### config.mk
export PLATFORM = sky130hd
export DESIGN_NAME = event_preset_engine
export DESIGN_NICKNAME = d
export VERILOG_FILES = /design/src/design/event_preset_engine.v
export VERILOG_INCLUDE_DIRS = /design/src /design/src/design
export SDC_FILE = /design/constraint.sdc
export NUM_CORES = 2
export LEC_CHECK = 0
export BUFFER_PORTS_ARGS = -buffer_cell sky130_fd_sc_hd__buf_2
export CAP_MARGIN = 30
export CORE_MARGIN = 2
export CORE_UTILIZATION = 50
export CTS_CLUSTER_DIAMETER = 120
export DETAILED_ROUTE_END_ITERATION = 7
export HOLD_SLACK_MARGIN = 0.1
export PLACE_DENSITY = 0.64
export SKIP_CTS_REPAIR_TIMING = 1
export SYNTH_ARGS = -nofsm -noshare
export SYNTH_HDL_FRONTEND = slang
export SYNTH_SLANG_ARGS = --single-unit
### constraint.sdc
create_clock -name CLK -period 4.48 [get_ports CLK]
set_input_delay 0.896 -clock CLK [delete_from_list [all_inputs] [get_ports CLK]]
set_output_delay 0.896 -clock CLK [all_outputs]
set_load 0.01 [all_outputs]
### src/design/preset_engine_defs.vh
// Constants for the event triggered preset engine
// Function
// - One master enable; while off no event row triggers any action.
// - Thirty-two event rows, each with its own criteria and action.
// - Row 0 has highest priority, falling with index to row 31.
// - Simultaneous triggers serviced lowest priority first; highest applied and logged last.
// - Each criterion bit is either don't care or a value to match.
// - Each row exposes an engaged status flag.
// - Row action: load user preset, fixed command, or alert.
// - Row configuration is never part of presets; presets cannot change it.
// - Layer-limited preset saves and restores only its layers' settings.
// - Layer select default all: save captures every setting unmasked.
// - While protected, save and delete are rejected.
// - Save stores current image, layer masked, under the supplied name.
// - Load applies the selected preset's stored changes at once.
// - Delete removes the selected preset.
// - Factory restore ignores layer select and resets every layer.
// - A row triggers only when all cared criteria are true together.
// - Triggers on onset; later loss neither disengages nor undoes.
// - History log of the five newest triggered events, newest first.
`ifndef PRESET_ENGINE_DEFS_VH
`define PRESET_ENGINE_DEFS_VH
`define ROWS          32
`define SLOTS         8
`define LOG_DEPTH     5
`define A_CTRL        10'h000
`define A_CMD         10'h004
`define A_NAME        10'h008
`define A_STAT        10'h00C
`define A_LIVE        10'h010
`define A_ENGAGED     10'h014
`define A_SLOT_NAME   10'h018
`define A_LOG_BASE    10'h020
`define A_LOG_END     10'h034
`define A_ROW_BASE    10'h080
`define A_ROW_END     10'h100
`define CTRL_RESET    32'h000000F0
`define CTRL_EN       0
`define CTRL_PROT     1
`define CTRL_LAYER_LO 4
`define CTRL_SEL_LO   8
`define CMD_SAVE      0
`define CMD_LOAD      1
`define CMD_DELETE    2
`define CMD_FACTORY   3
`define FACTORY_IMAGE 32'h00000000
`define ACT_NONE      2'h0
`define ACT_PRESET    2'h1
`define ACT_COMMAND   2'h2
`define ACT_ALERT     2'h3
`endif

### src/design/event_preset_engine.v
// Event triggered preset engine with Wishbone register slave
//
// The Wishbone slave port and the address map were decided locally.
`timescale 1ns/1ps
`include "preset_engine_defs.vh"
module event_preset_engine (
	input  wire        CLK,
	input  wire        SRST,
	input  wire        WB_CYC_I,
	input  wire        WB_STB_I,
	input  wire        WB_WE_I,
	input  wire [9:0]  WB_ADR_I,
	input  wire [3:0]  WB_SEL_I,
	input  wire [31:0] WB_DAT_I,
	output reg  [31:0] WB_DAT_O,
	output reg         WB_ACK_O,
	input  wire [7:0]  SIG_STATUS,
	output reg  [31:0] SETTINGS,
	output reg         CMD_STROBE,
	output reg  [5:0]  CMD_CODE,
	output reg         ALERT,
	output reg  [4:0]  ALERT_ROW
);

// =============================================================
// Register map
// 0x000 control: [0] event enable, [1] protect, [7:4] layer mask, [10:8] slot
// 0x004 command, write only: [0] save, [1] load, [2] delete, [3] factory
//       Factory beats load; save beats delete; only lane 0 is looked at
// 0x008 name used by the next save
// 0x00C status: [0] rejected (write 1 clears), [1] scanning, [15:8] slot valid
// 0x010 live settings, four layers of eight bits
// 0x014 engaged flag per row
// 0x018 name of the selected slot
// 0x020 to 0x030 history, newest first: [12:8] row, [7:6] action, [5:0] arg
// 0x080 to 0x0FC one word per row
//       [7:0] value, [15:8] care, [17:16] action, [23:18] arg, [31] enable
// Anything else reads zero and ignores writes
//
// Timing
// Every bus request is answered after one wait state.
// A row onset sets its pending bit; the scan then serves one row a cycle,
// highest index first, so row 0 acts last and ends up at the log top.
// A pass of N rows takes N cycles; onsets arriving mid pass join it.
// The action shows at the edge after a row is served.
//
// Limitations
// Row configuration is cleared by reset; card software restores it
// after power up, presets never touch it.
// Event enable low drops any pending rows at once, so a pass cut short
// by software leaves partial actions behind.
// A condition already true when events are enabled needs a fresh onset.
//
// Trade-offs
// One row per cycle keeps the action path narrow; a full pass of all
// rows costs 32 cycles, far below any detector update rate.
// An event action wins over a bus write to the live settings in the
// same cycle, since the event is the newer demand.

// =============================================================
// Helpers
function [31:0] lane_merge;
	input [31:0] old;
	input [31:0] data;
	input [3:0]  sel;
	integer k;
	begin
		for (k = 0; k < 4; k = k + 1) begin
			lane_merge[k*8 +: 8] = sel[k] ? data[k*8 +: 8] : old[k*8 +: 8];
		end
	end
endfunction

// Four layers of eight setting bits each
function [31:0] layer_bits;
	input [3:0] layers;
	begin
		layer_bits = {{8{layers[3]}}, {8{layers[2]}}, {8{layers[1]}}, {8{layers[0]}}};
	end
endfunction

// Lowest priority pending row is the highest index
function [4:0] last_set;
	input [31:0] v;
	integer k;
	begin
		last_set = 5'h00;
		for (k = 0; k < `ROWS; k = k + 1) begin
			if (v[k]) begin
				last_set = k[4:0];
			end
		end
	end
endfunction

// =============================================================
// Registers
localparam S_IDLE = 2'b01;
localparam S_SCAN = 2'b10;

reg  [31:0] ctrl;
reg  [31:0] save_name;
reg         rejected;
reg  [31:0] row_cfg   [0:31];
reg  [31:0] slot_img  [0:7];
reg  [31:0] slot_name [0:7];
reg  [3:0]  slot_mask [0:7];
reg  [7:0]  slot_valid;
reg  [31:0] engaged;
reg  [31:0] cond_prev;
reg  [31:0] pending;
reg  [12:0] log_ent   [0:4];
reg  [1:0]  state;
reg  [1:0]  next_state;
reg  [31:0] cond_now;
reg  [31:0] onset;
reg  [31:0] cfg_wr;
integer     i;

wire        req     = WB_CYC_I & WB_STB_I;
wire        wr_now  = req & WB_WE_I & WB_ACK_O;
wire        in_rows = (WB_ADR_I >= `A_ROW_BASE) && (WB_ADR_I < `A_ROW_END);
wire [4:0]  wr_row  = WB_ADR_I[6:2];
wire [2:0]  sel_slot = ctrl[`CTRL_SEL_LO +: 3];
wire [3:0]  layers   = ctrl[`CTRL_LAYER_LO +: 4];
wire        cmd_wr   = wr_now & (WB_ADR_I == `A_CMD) & WB_SEL_I[0];
wire        prot     = ctrl[`CTRL_PROT];
wire [4:0]  svc      = last_set(pending);
wire [31:0] svc_cfg  = row_cfg[svc];
wire [1:0]  svc_act  = svc_cfg[17:16];
wire [5:0]  svc_arg  = svc_cfg[23:18];
wire        scanning = state == S_SCAN;
// Serve only a real pending row while enabled; a disable mid pass must not act on row 0
wire        svc_go   = scanning && ctrl[`CTRL_EN] && (pending != 32'h00000000);

// Row layout: [7:0] match value, [15:8] care mask, [17:16] action, [23:18] arg, [31] row enable
always @* begin
	cond_now = 32'h00000000;
	cfg_wr   = 32'h00000000;
	for (i = 0; i < `ROWS; i = i + 1) begin
		cond_now[i] = row_cfg[i][31] &
			(((SIG_STATUS ^ row_cfg[i][7:0]) & row_cfg[i][15:8]) == 8'h00);
		cfg_wr[i] = wr_now & in_rows & (wr_row == i[4:0]);
	end
	onset = cond_now & ~cond_prev & {32{ctrl[`CTRL_EN]}};
end

always @* begin
	case (state)
		S_IDLE:  next_state = (pending != 32'h00000000) ? S_SCAN : S_IDLE;
		S_SCAN:  next_state = ((pending & ~(32'h00000001 << svc)) == 32'h00000000 && onset == 32'h00000000)
			? S_IDLE : S_SCAN;
		default: next_state = S_IDLE;
	endcase
end

// =============================================================
// Bus slave: one wait state, ack drops the cycle after it is given
always @(posedge CLK) begin
	if (SRST) begin
		WB_ACK_O <= 1'b0;
		WB_DAT_O <= 32'h00000000;
	end else begin
		WB_ACK_O <= req & ~WB_ACK_O;
		WB_DAT_O <= 32'h00000000;
		if (req & ~WB_ACK_O & ~WB_WE_I) begin
			if (in_rows) begin
				WB_DAT_O <= row_cfg[wr_row];
			end else if (WB_ADR_I >= `A_LOG_BASE && WB_ADR_I < `A_LOG_END) begin
				WB_DAT_O <= {19'h00000, log_ent[WB_ADR_I[4:2]]};
			end else begin
				case (WB_ADR_I)
					`A_CTRL:      WB_DAT_O <= ctrl;
					`A_NAME:      WB_DAT_O <= save_name;
					`A_STAT:      WB_DAT_O <= {16'h0000, slot_valid, 6'h00, scanning, rejected};
					`A_LIVE:      WB_DAT_O <= SETTINGS;
					`A_ENGAGED:   WB_DAT_O <= engaged;
					`A_SLOT_NAME: WB_DAT_O <= slot_name[sel_slot];
					default:      WB_DAT_O <= 32'h00000000;
				endcase
			end
		end
	end
end

// =============================================================
// Event rows, scan and history
always @(posedge CLK) begin
	if (SRST) begin
		state     <= S_IDLE;
		cond_prev <= 32'h00000000;
		pending   <= 32'h00000000;
		engaged   <= 32'h00000000;
		for (i = 0; i < `ROWS; i = i + 1) begin
			row_cfg[i] <= 32'h00000000;
		end
		for (i = 0; i < `LOG_DEPTH; i = i + 1) begin
			log_ent[i] <= 13'h0000;
		end
	end else begin
		state     <= next_state;
		cond_prev <= cond_now;
		// Reconfiguring a row ends its engaged state; a service in the same cycle wins
		engaged   <= (engaged & ~cfg_wr) | (svc_go ? (32'h00000001 << svc) : 32'h00000000);
		if (!ctrl[`CTRL_EN]) begin
			pending <= 32'h00000000;
		end else begin
			pending <= (pending & ~(svc_go ? (32'h00000001 << svc) : 32'h00000000)) | onset;
		end
		for (i = 0; i < `ROWS; i = i + 1) begin
			if (cfg_wr[i]) begin
				row_cfg[i] <= lane_merge(row_cfg[i], WB_DAT_I, WB_SEL_I);
			end
		end
		if (svc_go) begin
			// Newest entry on top; highest priority row lands there last
			log_ent[0] <= {svc, svc_act, svc_arg};
			for (i = 1; i < `LOG_DEPTH; i = i + 1) begin
				log_ent[i] <= log_ent[i-1];
			end
		end
	end
end

// =============================================================
// Actions and preset store
always @(posedge CLK) begin
	if (SRST) begin
		ctrl       <= `CTRL_RESET;
		save_name  <= 32'h00000000;
		rejected   <= 1'b0;
		slot_valid <= 8'h00;
		SETTINGS   <= `FACTORY_IMAGE;
		CMD_STROBE <= 1'b0;
		CMD_CODE   <= 6'h00;
		ALERT      <= 1'b0;
		ALERT_ROW  <= 5'h00;
		for (i = 0; i < `SLOTS; i = i + 1) begin
			slot_img[i]  <= 32'h00000000;
			slot_name[i] <= 32'h00000000;
			slot_mask[i] <= 4'h0;
		end
	end else begin
		CMD_STROBE <= 1'b0;
		ALERT      <= 1'b0;
		if (wr_now && WB_ADR_I == `A_CTRL) begin
			ctrl <= lane_merge(ctrl, WB_DAT_I, WB_SEL_I);
		end
		if (wr_now && WB_ADR_I == `A_NAME) begin
			save_name <= lane_merge(save_name, WB_DAT_I, WB_SEL_I);
		end
		if (wr_now && WB_ADR_I == `A_LIVE) begin
			SETTINGS <= lane_merge(SETTINGS, WB_DAT_I, WB_SEL_I);
		end
		if (wr_now && WB_ADR_I == `A_STAT && WB_SEL_I[0] && WB_DAT_I[0]) begin
			rejected <= 1'b0;
		end
		if (cmd_wr) begin
			if ((WB_DAT_I[`CMD_SAVE] | WB_DAT_I[`CMD_DELETE]) & prot) begin
				rejected <= 1'b1;
			end else if (WB_DAT_I[`CMD_SAVE]) begin
				slot_img[sel_slot]   <= SETTINGS & layer_bits(layers);
				slot_mask[sel_slot]  <= layers;
				slot_name[sel_slot]  <= save_name;
				slot_valid[sel_slot] <= 1'b1;
			end else if (WB_DAT_I[`CMD_DELETE]) begin
				slot_valid[sel_slot] <= 1'b0;
			end
			if (WB_DAT_I[`CMD_FACTORY]) begin
				SETTINGS <= `FACTORY_IMAGE;
			end else if (WB_DAT_I[`CMD_LOAD] && slot_valid[sel_slot]) begin
				// Only the preset's own layers change; empty slot changes nothing
				SETTINGS <= (SETTINGS & ~layer_bits(slot_mask[sel_slot])) |
					(slot_img[sel_slot] & layer_bits(slot_mask[sel_slot]));
			end
		end
		// Event action runs after bus updates so it overrides in the same cycle
		if (svc_go) begin
			case (svc_act)
				`ACT_PRESET: begin
					if (slot_valid[svc_arg[2:0]]) begin
						SETTINGS <= (SETTINGS & ~layer_bits(slot_mask[svc_arg[2:0]])) |
							(slot_img[svc_arg[2:0]] & layer_bits(slot_mask[svc_arg[2:0]]));
					end
				end
				`ACT_COMMAND: begin
					CMD_STROBE <= 1'b1;
					CMD_CODE   <= svc_arg;
				end
				`ACT_ALERT: begin
					ALERT     <= 1'b1;
					ALERT_ROW <= svc;
				end
				default: begin
				end
			endcase
		end
	end
end

endmodule // event_preset_engine

==> impl_summary.md <==
Min path
The worst hold path cell count is 3. The hold path startpoint is WB_STB_I. In this run the worst hold path is classified as in -> reg. For hold timing, the worst endpoint is WB_ACK_O$_SDFF_PP0_.

Die
The number of I/O pins is 137. The area of the placeable core is 178000 um2. Measured along the y axis, the die boundary spans 427 um. For this configuration, the core starts out at a cell density of 0.503. The floorplan die width is 427 um. The floorplan has 155 rows.

The die area is 183000 um2.

Worst setup path
The critical path class is reg -> reg. STA classifies the critical path endpoint as a register. The startpoint identified for the worst register-to-register timing path is pending[10]$_SDFF_PP0_. The kind of start point of the critical path is a register. The data required time of the critical path is 5.21 ns. The number of cells on the worst reg-to-reg path is 20. The peak fanout along the critical path is 7. For the worst setup path, the data arrival time is 5.14 ns. The reg2reg setup slack is 0.07 ns.

Drt
The detail route stage leaves a number of antenna-violating nets equal to 0. After detailed routing, the average wire length per cell comes to 32.4 um. The number of DRC markers after the initial detailed-route iteration is 8400.

The detailed-route DRC error count is 0. For this block, the via count after detailed routing is 61.0k. The number of search-and-repair iterations in the first detailed-routing pass is 8. After detailed routing, the number of vias per cell comes to 6.46.

For this block, the routed nets add up to 306000 um of wire.

Global route
For this run, the total global-route usage over all layers was measured as 0.331. The first global-routing pass estimated 433000 um of wire. Entering global routing, the biggest net connects 74 pins. The via count of the first global-routing pass is 59.7k.

The number of antenna violations at the first check in global routing is 17. After global routing the overflow that remains totals 0.

Power
Dividing total power by cell area gives a power density of 388 nW/um2. Of the total power, combinational logic draws 0.081. Of the total power, the share spent switching nets is 0.241. The static power due to leakage is 37.4 nW. Cell internal power was estimated by the tool at 30.4 mW.

VDD sags by at most 0.344 mV. Of the total power, the clock network draws 0.413. The power dissipated by switching net loads is 9.65 mW. The share of total power dissipated in sequential elements is 0.506.

Logic synthesis
The count of flip-flops with a built-in enable after synthesis is 1633. In this run, synthesis produced a sequential element count of 1885. Yosys printed 0 warnings. The share of the Yosys chip area taken by registers is 0.603. The number of nets in the synthesized netlist is 6663. The cell area after synthesis is 89700 um2. After synthesis, the netlist uses 83 different library cells. The count of mapped cells out of synthesis is 6602. Each instance of the synthesized netlist takes up on average 13.6 um2. The share of synthesized area in the top cell type comes to 0.547. In the synthesized netlist the async set-or-reset flop fraction comes to 0. Ranked by total cell area, the synthesized netlist is headed by edfxtp_1, mux4_2, dfxtp_1.

edfxtp_1 takes more of the synthesized area than any other cell. The prevailing post-synth register cell is edfxtp_1.

Timing
Dividing the final minimum period by the clock period gives 0.984. The post-route clock skew is 0.0520 ns. The count of endpoints failing hold in the final timing report was 0. The highest achievable clock rate is 0.227 GHz. In this run the tightest slew margin relative to its limit is 0.213. The number of setup violations in the final report is 0.

The number of pins with negative max-slew slack in the final report came to 0. After routing, the total negative slack on setup checks comes to 0 ns. For the pin with the worst max-slew slack, the measured transition is 1.18 ns. For the finished layout, the period the worst path requires is 4.41 ns.

Run status
The flow ran to the end, and the final reports show no timing, DRC or antenna violations.

Layout
The library cell used most frequently in the layout, excluding fill and tap cells, is edfxtp_1. In the final layout, the share of cells above drive strength 1 is 0.240. Relative to the synthesized area, the layout overhead comes to 14.9%.

In the layout the commonest cells are edfxtp_1, nor2_1, buf_4. Summing all non-filler instances in the final layout gives an area of 103000 um2. For this run, the share of the core covered by cells in the final layout is 0.578. After the last flow step, the layout net total stands at 6964.

Place
During placement, the flow inserted port buffers numbering 136. The final HPWL from detailed placement is 213000 um. The area of placed instances is 96000 um2. The final RePlAce weighted congestion is 0.968.

Clocking
TritonCTS built the clock tree. The deepest level of the CTS H-tree is 4. The number of sinks driven by the clock tree is 1885.

In this run the deepest clock path goes through 3 buffers. The insertion delay of the later-clocked pin in the worst-skew pair is 0.87 ns. Clock-pin slew was measured on the worst setup and hold paths at 0.07 ns. In this run the clock root is driven by a clkbuf_16. The number of clock buffers added by TritonCTS is 200.

Job
The number of max-cap violations is 0.
[state kept, by name, indices dropped and copies added, names as in the netlist, 2 cells and up, named ones only]
signal     cells
log_ent       65
save_name     32
slot_img     256
state          2
engaged       32
slot_name    256
row_cfg     1024
CMD_CODE       6
pending       32
cond_prev     32
ALERT_ROW      5
WB_DAT_O      32
slot_mask     32
ctrl          32
[synthesized netlist by cell type (all sizes together) (18+ instances only)]
cell and n:
a211oi 32, a21oi 125, a221oi 29, a222oi 29, a22oi 100, a311oi 28, a31oi 25, a41oi 18
and2 369, and3 298, buf 137, clkbuf 456, dfxtp 252, edfxtp 1633, inv 61, mux2 75
mux2i 296, mux4 475, nand2 406, nand2b 41, nand3 85, nand4 19, nor2 877, nor2b 45
nor3 34, nor4 19, o21ai 30, o221ai 31, o22ai 82, o32ai 31, or2 49, xor2 256
[critical path: stages (launching register included)]
cell and delay (ns):
dfxtp_2 0.32, buf_4 0.15, nor2b_4 0.13, nor4_2 0.18, o311ai_2 0.20, a221oi_4 0.33, buf_12 0.16, mux2i_2 0.19
a211oi_1 0.12, o41a_1 0.45, a221oi_4 0.31, buf_6 0.17, buf_12 0.15, clkbuf_16 0.18, buf_12 0.15, clkbuf_16 0.16
mux2i_1 0.21, o22ai_1 0.12, or2_2 0.31, mux2i_1 0.16, o32ai_2 0.10
[kinds of logic (layout without fill, tap and decap cells)]
logic type,count (synthesis),count (layout),synth area share
and+or+nand+nor,2284,2284,0.123
DFF,1885,1885,0.603
muxes,846,846,0.162
AOI/OAI and AO/OA,675,675,0.0583
buffers and inverters,654,1128,0.0288
xor gates and xnor gates,256,256,0.0250
adders and majority gates,2,2,0.000279
other,0,18,0
[routing by layer]
layer	global-route usage	part of all wire	up-vias	wire length, um
met2	0.537	0.48	3478	147000
met3	0.0639	0.089	695	27300
met1	0.430	0.38	31300	115000
met5	0	0.00018	-	55
li1	-	-	25500	-
met4	0.161	0.054	8	16400
[worst max path at each step]
| stage | startpoint | end | slack (ns) |
|---|---|---|---|
| 6_report | pending[10]$_SDFF_PP0_ | register | 0.07 |
| 5_1_grt | pending[4]$_SDFF_PP0_ | register | -0.12 |
| 4_1_cts | pending[11]$_SDFF_PP0_ | register | -0.25 |
| 3_5_place_dp | pending[1]$_SDFF_PP0_ | register | -0.21 |
| 3_3_place_gp | pending[16]$_SDFF_PP0_ | register | -0.17 |
| 2_1_floorplan | WB_ADR_I[2] | row_cfg[29][0]$_SDFFCE_PP0P_ | 0.13 |
[metrics by stage]
step           hold slack (ns)  instances  power, mW  setup slack [ns]
3_5_place_dp             0.457       9044       23.8            -0.211
2_1_floorplan            0.426       6602       22.3             0.134
3_3_place_gp             0.441       9027       23.7            -0.171
4_1_cts                  0.306       9419       40.0            -0.247
5_1_grt                  0.358       9440       41.0            -0.115
6_report                 0.343       9449       40.0            0.0718
[power groups by stage]
stage,combinational (mW),clock [mW],sequential [mW]
5_1_grt,3.34,17.3,20.3
3_3_place_gp,3.11,0,20.6
2_1_floorplan,1.80,0,20.5
3_5_place_dp,3.15,0,20.6
4_1_cts,3.16,16.6,20.3
6_report,3.23,16.5,20.3
[area by class of cell]
class	instances	area, um2
fillers	14100	75200
flip-flops and latches	1885	54100
multi-input cells	4063	33500
repair buffers	692	5750
clock buffers	261	5450
well taps	2355	2950
clock inverters	114	1060
inverters	61	229
diodes	18	45.0
Note: power is estimated with default switching activity, not from simulation.
